## src/twm_pkg.sv

```systemverilog
// Package of constants and types for the two-wire master transmitter
// Operation
// - In master role the block starts every transfer, drives the serial clock and ends the transfer.
// - The target address may change while master role stays enabled.
// - A holding register write while idle issues START and then the 7-bit target address.
// - The bit after the address gives the direction, 0 for a write when read select is clear.
// - On the 9th clock pulse the master releases the data line and the target pulls it low to acknowledge.
// - A byte not acknowledged sets the not-acknowledge flag and then a STOP is sent.
// - Each status flag raises the interrupt output only when its enable bit is set.
// - After an acknowledge the holding register byte moves to the shifter and is sent.
// - An acknowledge sets the transmit-ready flag, which stays set until the next holding register write.
// - The transmit-ready flag is also the transmit request of the peripheral DMA channel.
// - While no new byte is written the serial clock is held low.
// - A new holding register write releases the clock and the byte is sent.
// - Writing 1 to the stop command generates a STOP condition.
// - Writing 1 to an interrupt enable bit enables that source, writing 0 leaves it unchanged.
package twm_pkg;

    // ==========================================================
    // Status bit positions and reset values
    localparam int unsigned TWM_ST_TXCOMP = 0;
    localparam int unsigned TWM_ST_TRANSMIT_READY_FLAG  = 1;
    localparam int unsigned TWM_ST_NACK   = 2;
    localparam logic [2:0]  TWM_IER_RST   = 3'h0;
    localparam logic        TWM_TRANSMIT_READY_FLAG_RST = 1'h0;

    // ==========================================================
    // Timing
    localparam logic [15:0] TWM_HALF_MIN  = 16'h0001;

    typedef struct packed {
        logic       nack;
        logic       transmit_ready_flag;
        logic       txcomp;
    } twm_status_t;

    typedef struct packed {
        logic [6:0] target_device_address;
        logic       read_direction_select;
        logic [2:0] clock_divider_exponent;
        logic [7:0] clock_high_divider;
        logic [7:0] clock_low_divider;
    } twm_cfg_t;

    typedef enum logic [3:0] {
        TWM_IDLE  = 4'h0,
        TWM_START = 4'h1,
        TWM_BLOW  = 4'h2,
        TWM_BHIGH = 4'h3,
        TWM_ALOW  = 4'h4,
        TWM_AHIGH = 4'h5,
        TWM_HOLD  = 4'h6,
        TWM_SLOW  = 4'h7,
        TWM_SHIGH = 4'h8,
        TWM_SFREE = 4'h9
    } twm_state_t;

    // Half period in system clocks: (div + 1) << exponent
    function automatic logic [15:0] twm_half_len(input logic [7:0] div, input logic [2:0] ex);
        logic [15:0] base;
        base = 16'({8'h00, div}) + TWM_HALF_MIN;
        return 16'(base << ex);
    endfunction

endpackage

```

## src/twm_sync2.sv

```systemverilog
// Two-flop synchroniser for bus line inputs
`timescale 1ns/1ps
`default_nettype none
module twm_sync2 #(
    parameter int unsigned W = 2
) (
    // Clock and reset
    input  wire logic         i_clk_sys,
    input  wire logic         i_rstn,
    // Data
    input  wire logic [W-1:0] i_async,
    output logic      [W-1:0] o_sync
);
    logic [W-1:0] meta_q;

    // Reset to released (high) lines
    always_ff @(posedge i_clk_sys) begin
        if (!i_rstn) begin
            meta_q <= '1;
            o_sync <= '1;
        end else begin
            meta_q <= i_async;
            o_sync <= meta_q;
        end
    end
endmodule // twm_sync2
`default_nettype wire

```

## src/twm_master_tx.sv

```systemverilog
// Two-wire master transmitter: byte engine, flags and bus pin drive
`timescale 1ns/1ps
`default_nettype none
module twm_master_tx (
    // Clock and reset
    input  wire logic               i_clk_sys,
    input  wire logic               i_rstn,
    // Control
    input  wire logic               i_master_role_enable,
    input  wire logic               i_target_role_disable,
    input  wire twm_pkg::twm_cfg_t  i_cfg,
    input  wire logic               i_stop_cmd,
    // Holding register write
    input  wire logic               i_thr_wr,
    input  wire logic [7:0]         i_thr_data,
    // Status and interrupt
    input  wire logic               i_status_rd,
    input  wire logic               i_ier_wr,
    input  wire twm_pkg::twm_status_t i_ier_data,
    output twm_pkg::twm_status_t    o_status,
    output logic [2:0]              o_ier,
    output logic                    o_irq,
    output logic                    o_dma_tx_req,
    // Bus pins, open drain
    input  wire logic               i_scl_in,
    output logic                    o_scl_out,
    output logic                    o_scl_oe_n,
    input  wire logic               i_sda_in,
    output logic                    o_sda_out,
    output logic                    o_sda_oe_n
);
    import twm_pkg::*;

    // ==========================================================
    // Input synchronisation
    logic [1:0] lines_s;
    logic       scl_s;
    logic       sda_s;

    twm_sync2 #(.W(2)) u_sync (
        .i_clk_sys (i_clk_sys),
        .i_rstn    (i_rstn),
        .i_async   ({i_scl_in, i_sda_in}),
        .o_sync    (lines_s)
    );
    assign scl_s = lines_s[1];
    assign sda_s = lines_s[0];

    // ==========================================================
    // State
    twm_state_t  state_q, state_d;
    logic [15:0] cnt_q;
    logic [7:0]  sh_q;
    logic [7:0]  thr_q;
    logic        thr_full_q;
    logic [2:0]  bit_q;
    logic        stop_q;
    logic        transmit_ready_flag_q;
    logic        nack_q;
    logic        txcomp_q;
    logic [2:0]  ier_q;
    logic        scl_rel_q;
    logic        sda_rel_q;

    // ==========================================================
    // Decode
    wire         master_on  = i_master_role_enable & i_target_role_disable;
    wire [15:0]  low_len    = twm_half_len(i_cfg.clock_low_divider, i_cfg.clock_divider_exponent);
    wire [15:0]  high_len   = twm_half_len(i_cfg.clock_high_divider, i_cfg.clock_divider_exponent);
    wire         high_phase = (state_q == TWM_START) || (state_q == TWM_BHIGH) ||
                              (state_q == TWM_AHIGH) || (state_q == TWM_SHIGH) || (state_q == TWM_SFREE);
    // High phase ends only once the line is seen high, so a target may stretch
    wire         half_done  = high_phase ? (scl_s && cnt_q >= high_len) : (cnt_q >= low_len);
    wire         ack_end    = (state_q == TWM_AHIGH) && half_done;
    wire         ack_ok     = ack_end && !sda_s;
    wire         ack_bad    = ack_end && sda_s;
    wire         go_start   = (state_q == TWM_IDLE) && i_thr_wr && master_on;
    wire         load_ack   = ack_ok && thr_full_q;
    wire         load_hold  = (state_q == TWM_HOLD) && thr_full_q;
    wire         load_sh    = load_ack || load_hold;
    wire         stop_done  = (state_q == TWM_SFREE) && half_done;

    // ==========================================================
    // Next state
    always_comb begin
        state_d = state_q;
        case (state_q)
            TWM_IDLE:  if (go_start) state_d = TWM_START;
            TWM_START: if (half_done) state_d = TWM_BLOW;
            TWM_BLOW:  if (half_done) state_d = TWM_BHIGH;
            TWM_BHIGH: if (half_done) state_d = (bit_q == 3'h7) ? TWM_ALOW : TWM_BLOW;
            TWM_ALOW:  if (half_done) state_d = TWM_AHIGH;
            TWM_AHIGH: begin
                if (ack_bad) state_d = TWM_SLOW;
                else if (load_ack) state_d = TWM_BLOW;
                else if (ack_ok) state_d = stop_q ? TWM_SLOW : TWM_HOLD;
            end
            TWM_HOLD: begin
                if (load_hold) state_d = TWM_BLOW;
                else if (stop_q) state_d = TWM_SLOW;
            end
            TWM_SLOW:  if (half_done) state_d = TWM_SHIGH;
            TWM_SHIGH: if (half_done) state_d = TWM_SFREE;
            TWM_SFREE: if (half_done) state_d = TWM_IDLE;
            default:   state_d = TWM_IDLE;
        endcase
    end

    // ==========================================================
    // Engine
    always_ff @(posedge i_clk_sys) begin
        if (!i_rstn) begin
            state_q <= TWM_IDLE;
            cnt_q   <= 16'h0000;
            sh_q    <= 8'h00;
            bit_q   <= 3'h0;
        end else begin
            state_q <= state_d;
            cnt_q   <= (state_d != state_q) ? 16'h0001 : cnt_q + 16'h0001;
            if (go_start) begin
                // Address sampled at start, so it may change between transfers
                sh_q  <= {i_cfg.target_device_address, i_cfg.read_direction_select};
                bit_q <= 3'h0;
            end else if (load_sh) begin
                sh_q  <= thr_q;
                bit_q <= 3'h0;
            end else if (state_q == TWM_BHIGH && half_done) begin
                sh_q  <= {sh_q[6:0], 1'b0};
                bit_q <= bit_q + 3'h1;
            end
        end
    end

    // Holding register and stop request
    always_ff @(posedge i_clk_sys) begin
        if (!i_rstn) begin
            thr_q      <= 8'h00;
            thr_full_q <= 1'b0;
            stop_q     <= 1'b0;
        end else begin
            if (i_thr_wr) thr_q <= i_thr_data;
            // A write in the load cycle refills the register
            // The starting write's byte is the first data byte after the address
            thr_full_q <= i_thr_wr || (thr_full_q && !load_sh);
            // Idle drops a request that arrived as the stop ended
            stop_q     <= (i_stop_cmd && state_q != TWM_IDLE) || (stop_q && !stop_done && state_q != TWM_IDLE);
        end
    end

    // Flags: a set in the clearing cycle wins
    always_ff @(posedge i_clk_sys) begin
        if (!i_rstn) begin
            transmit_ready_flag_q  <= TWM_TRANSMIT_READY_FLAG_RST;
            nack_q   <= 1'b0;
            txcomp_q <= 1'b0;
            ier_q    <= TWM_IER_RST;
        end else begin
            transmit_ready_flag_q  <= ack_ok || (transmit_ready_flag_q && !i_thr_wr);
            nack_q   <= ack_bad || (nack_q && !i_status_rd);
            txcomp_q <= stop_done || (txcomp_q && !go_start);
            if (i_ier_wr) ier_q <= ier_q | i_ier_data;
        end
    end

    // ==========================================================
    // Pin drive, registered to avoid glitches on the bus
    always_ff @(posedge i_clk_sys) begin
        if (!i_rstn) begin
            scl_rel_q <= 1'b1;
            sda_rel_q <= 1'b1;
        end else begin
            // Master owns the clock; low phases and hold keep it low
            scl_rel_q <= (state_d == TWM_IDLE) || (state_d == TWM_START) || (state_d == TWM_BHIGH) ||
                         (state_d == TWM_AHIGH) || (state_d == TWM_SHIGH) || (state_d == TWM_SFREE);
            // Data trails the state by one cycle, so it never moves as the clock falls
            sda_rel_q <= (state_q == TWM_IDLE) || (state_q == TWM_ALOW) || (state_q == TWM_AHIGH) ||
                         (state_q == TWM_HOLD) || (state_q == TWM_SFREE) ||
                         (((state_q == TWM_BLOW) || (state_q == TWM_BHIGH)) && sh_q[7]);
        end
    end

    // ==========================================================
    // Outputs
    assign o_status     = '{nack: nack_q, transmit_ready_flag: transmit_ready_flag_q, txcomp: txcomp_q};
    assign o_ier        = ier_q;
    assign o_irq        = |(o_status & ier_q);
    assign o_dma_tx_req = transmit_ready_flag_q;
    assign o_scl_out    = 1'b0;
    assign o_scl_oe_n   = scl_rel_q;
    assign o_sda_out    = 1'b0;
    assign o_sda_oe_n   = sda_rel_q;

endmodule // twm_master_tx
`default_nettype wire

```

## config.mk

```make
export PLATFORM = sky130hd
export DESIGN_NAME = twm_master_tx
export DESIGN_NICKNAME = d
export VERILOG_FILES = /design/src/twm_pkg.sv /design/src/twm_sync2.sv /design/src/twm_master_tx.sv
export SDC_FILE = /design/constraint.sdc
export NUM_CORES = 1
export LEC_CHECK = 0
export ABC_AREA = 1
export BUFFER_PORTS_ARGS = -buffer_cell sky130_fd_sc_hd__buf_4
export CORE_ASPECT_RATIO = 0.9
export CORE_UTILIZATION = 40
export DETAILED_ROUTE_END_ITERATION = 16
export GPL_TIMING_DRIVEN = 0
export PLACE_DENSITY_LB_ADDON = 0.25
export SYNTH_ARGS = -nofsm -noshare
export SYNTH_HDL_FRONTEND = slang
export SYNTH_SLANG_ARGS = --single-unit
```

## constraint.sdc

```tcl
create_clock -name i_clk_sys -period 7.2 [get_ports i_clk_sys]
set_input_delay 0 -clock i_clk_sys [delete_from_list [all_inputs] [get_ports i_clk_sys]]
set_output_delay 0 -clock i_clk_sys [all_outputs]
set_load 0.01 [all_outputs]
```

==> impl_metrics.toml <==
[worst_setup_path]
r2r_cells = 21
crit_buf_inv = 4
crit_path_end = "cnt_q[7]$_SDFF_PP0_"
slowest_delay_ps = 270
startpoint = "i_cfg[8]"
cp-end-kind = "flop"
rr_startpoint = "cnt_q[0]$_SDFF_PN0_"
cp_top_family = "simple AND/OR/NAND/NOR gates"
r2r_end = "cnt_q[7]$_SDFF_PP0_"
critPathMostFrequentCell = "nand2_1"
rrSetupSlack_ps = 4410
path_class = "input pin to flop"
worst-endpoint-arrival_ps = 3860
crit_required_ps = 7430
cp_slowest_cell = "ha_1"
start_kind = "input pin"
crit_fanout = 10
crit_cells = 32

[job]
maxCapViolCount = 0

[timing]
fin_crit_sh = 0.5035
worstMarginPinSlew_ps = 520.5
drv_slew = 0
final.min_clock_period_ps = 3625
tns_ps = 0
fin_skew_ps = 7.181
max_freq_ghz = 0.2759
rsz0062_at_grt = "no"
setup_viol = 0
slew_headroom = 0.6530
timing_hold_violations_final = 0

[worst_hold_path]
hp-class = "input pin to flop"

[synthesis]
synth-simple-area-share = 0.3533
muxShareOfSynthArea = 0.009589
ys_dominant_reg_cell = "dfxtp_1"
synth_area_leaders = "dfxtp_1 (25%), nand2_1 (15%), ha_1 (11%)"
yosys.area_share.adder = 0.1109
synth_top_family_by_area = "simple AND/OR/NAND/NOR gates"
synth_edf_count = 0
ys_seq_area_frac = 0.2541
synth_top_area_cell = "dfxtp_1"
synth_top_area_frac = 0.2541
synth_area_um2 = 4175
avgSynthCellArea_um2 = 6.384
ys_types = 36
synth_seq_cells = 53
async_flop_share = 0
yosysWarnings = 0
syn_inst = 654
synth_compound_area_frac = 0.1334
synth_xor_area_frac = 0.04615

[global_routing]
track_usage = 0.2030
grt_overflow = 0
grt_pass1_wl_mm = 17.64
grt_max_degree = 17
grt_pass1_vias = 3866
antenna_found_initial = 0

[cts]
root_buffer = "clkbuf_16"
cts_buffers = 5
cts_resized = 0
ctsHoldBuffers = 17
cts_setup_buffers = 0
clock_latency_ps = 290
cts-htree-levels = 2
cts_buffer_depth = 2
cts_num_sinks = 53
tritoncts = "built"
cts.reportedPaths.clkPinSlew_ps = 70

[floorplan]
coreArea_um2 = 10200
die_y_um = 98.93
die_area_um2 = 10850
die_x_um = 109.7
initial_core_util = 0.4092
ios = 60
rows = 35

[detailed_routing]
drtPass1Iterations = 5
antenna_left = 0
drt_wl_total_mm = 10.31
route.detailed.drc = 0
viasPerCell = 4.984
vias = 4301
drt_iter0_drc = 199
wire_per_inst_um = 11.94

[pwr]
power.density_nw_per_um2 = 138.7
power.total_mw = 0.7019
power_leakage_nw = 2.421
irDropWorstVdd_uv = 91.64

[cells_and_area]
antenna_cells = 0
fillCellCount = 1070
fin_area_um2 = 5062
area_growth_pct = 21.25
final_nets = 819
drive_gt1_frac = 0.1526

[place]
dpl_cell_area_um2 = 4753
dp_hpwl_mm = 8.111
io_buffers = 55
gp_congestion = 0.9253

[outcome]
outcome = "finished clean"
## placed cells by master, fill, tap and decap left out, types with 2 or more instances in the layout
cell type,count
a21oi_1,36
a31oi_1,3
buf_1,2
buf_4,60
buf_6,2
clkbuf_1,15
clkbuf_16,5
conb_1,2
dfxtp_1,53
dlygate4sd3_1,17
ha_1,37
inv_1,65
inv_2,4
mux2i_1,4
nand2_1,172
nand2_2,3
nand3_1,38
nand3_2,3
nand4_1,6
nor2_1,71
nor2_2,18
nor3_1,8
nor3b_1,2
o211ai_1,3
o21ai_0,57
o21ai_1,2
o21bai_1,2
or2_2,12
xnor2_1,5
xor2_1,17
## cells by family (layout without fill, tap and decap cells)
group,after synthesis,after routing
AOI/OAI and AO/OA,106,106
muxes,4,4
xor gates and xnor gates,22,22
and+or+nand+nor,338,338
buffers and inverters,93,172
adders and majority gates,37,37
other,1,2
DFF,53,53
## flip-flops by register name, indices dropped and copies added (netlist names)
signal and cells:
cnt_q 16, sh_q 8, thr_q 8, state_q 4, bit_q 3, o_ier 3
u_sync.meta_q 2, u_sync.o_sync 2, nack_q 1, o_dma_tx_req 1, o_scl_oe_n 1, o_sda_oe_n 1
stop_q 1, thr_full_q 1, txcomp_q 1
## where the power goes
| part | switching (mW) | internal, mW | total, mW |
|---|---|---|---|
| Clock | 0.107 | 0.128 | 0.234 |
| Combinational | 0.0901 | 0.0680 | 0.158 |
| Sequential | 0.00657 | 0.303 | 0.310 |
## metal layers
layer	part of all wire	GRT usage	up-vias
met5	0	0	-
met4	0.0092	0.04410	0
met3	0.052	0.03505	9
met2	0.42	0.3067	117
met1	0.51	0.2989	1909
li1	-	-	2266
## through the flow
step	hold WS, ps	cells	setup slack, ps	utilization
4_1_cts	0.3073	863	3591	0.4961
3_5_place_dp	190.2	839	3304	0.4658
6_report	2.484	863	3575	0.4961
5_1_grt	32.30	863	3155	0.4961
2_1_floorplan	106.6	655	4155	-
3_3_place_gp	189.2	839	3332	0.4658
## cell type report
type	count	area, µm²	area share
inverters	69	259.0	0.05116
flip-flops and latches	53	1061	0.2096
plain buffers	24	123.9	0.02447
clock buffers	5	125.1	0.02472
multi-input cells	509	2735	0.5403
well taps	129	161.4	0.03188
repair buffers	72	583.1	0.1152
clock inverters	2	13.76	0.002719
## worst min path at each step
| stage | cells past startpoint | slack [ps] | from | endpoint |
|---|---|---|---|---|
| 3_3_place_gp | 2 | 190 | i_sda_in | u_sync.meta_q[0]$_SDFF_PN1_ |
| 5_1_grt | 5 | 30 | i_cfg[20] | sh_q[1]$_SDFFE_PN0P_ |
| 3_5_place_dp | 2 | 190 | i_sda_in | u_sync.meta_q[0]$_SDFF_PN1_ |
| 2_1_floorplan | 1 | 110 | i_sda_in | u_sync.meta_q[0]$_SDFF_PN1_ |
| 4_1_cts | 3 | 0.3 | i_rstn | thr_q[0]$_SDFFE_PN0P_ |
| 6_report | 5 | 2 | i_cfg[20] | sh_q[1]$_SDFFE_PN0P_ |
## worst reg2reg max path: stages, from the launching register on
cell     delay, ps
dfxtp_1        400
inv_1           90
ha_1           290
nand2_1         60
nor2_1          40
and2_1         150
nor2_1          80
nand2_1        110
nand2_1         80
nand2_1         70
nand2_2        130
nand2_4        100
inv_2          100
nor2_2          60
a21oi_1        160
nand2_1        120
nand2_1         70
nand2_1         60
nor2_2         130
nand3_2        160
buf_6          200
nor2_2          80
## Yosys cell counts, drive strengths merged (2+ instances only)
cell type / instances
a21oi: 36
a31oi: 3
buf: 9
clkbuf: 15
dfxtp: 53
ha: 37
inv: 69
mux2i: 4
nand2: 176
nand3: 41
nand4: 7
nor2: 89
nor3: 8
nor3b: 2
o211ai: 3
o21ai: 60
o21bai: 2
or2: 12
xnor2: 5
xor2: 17
(Power assumes the default switching activity.)
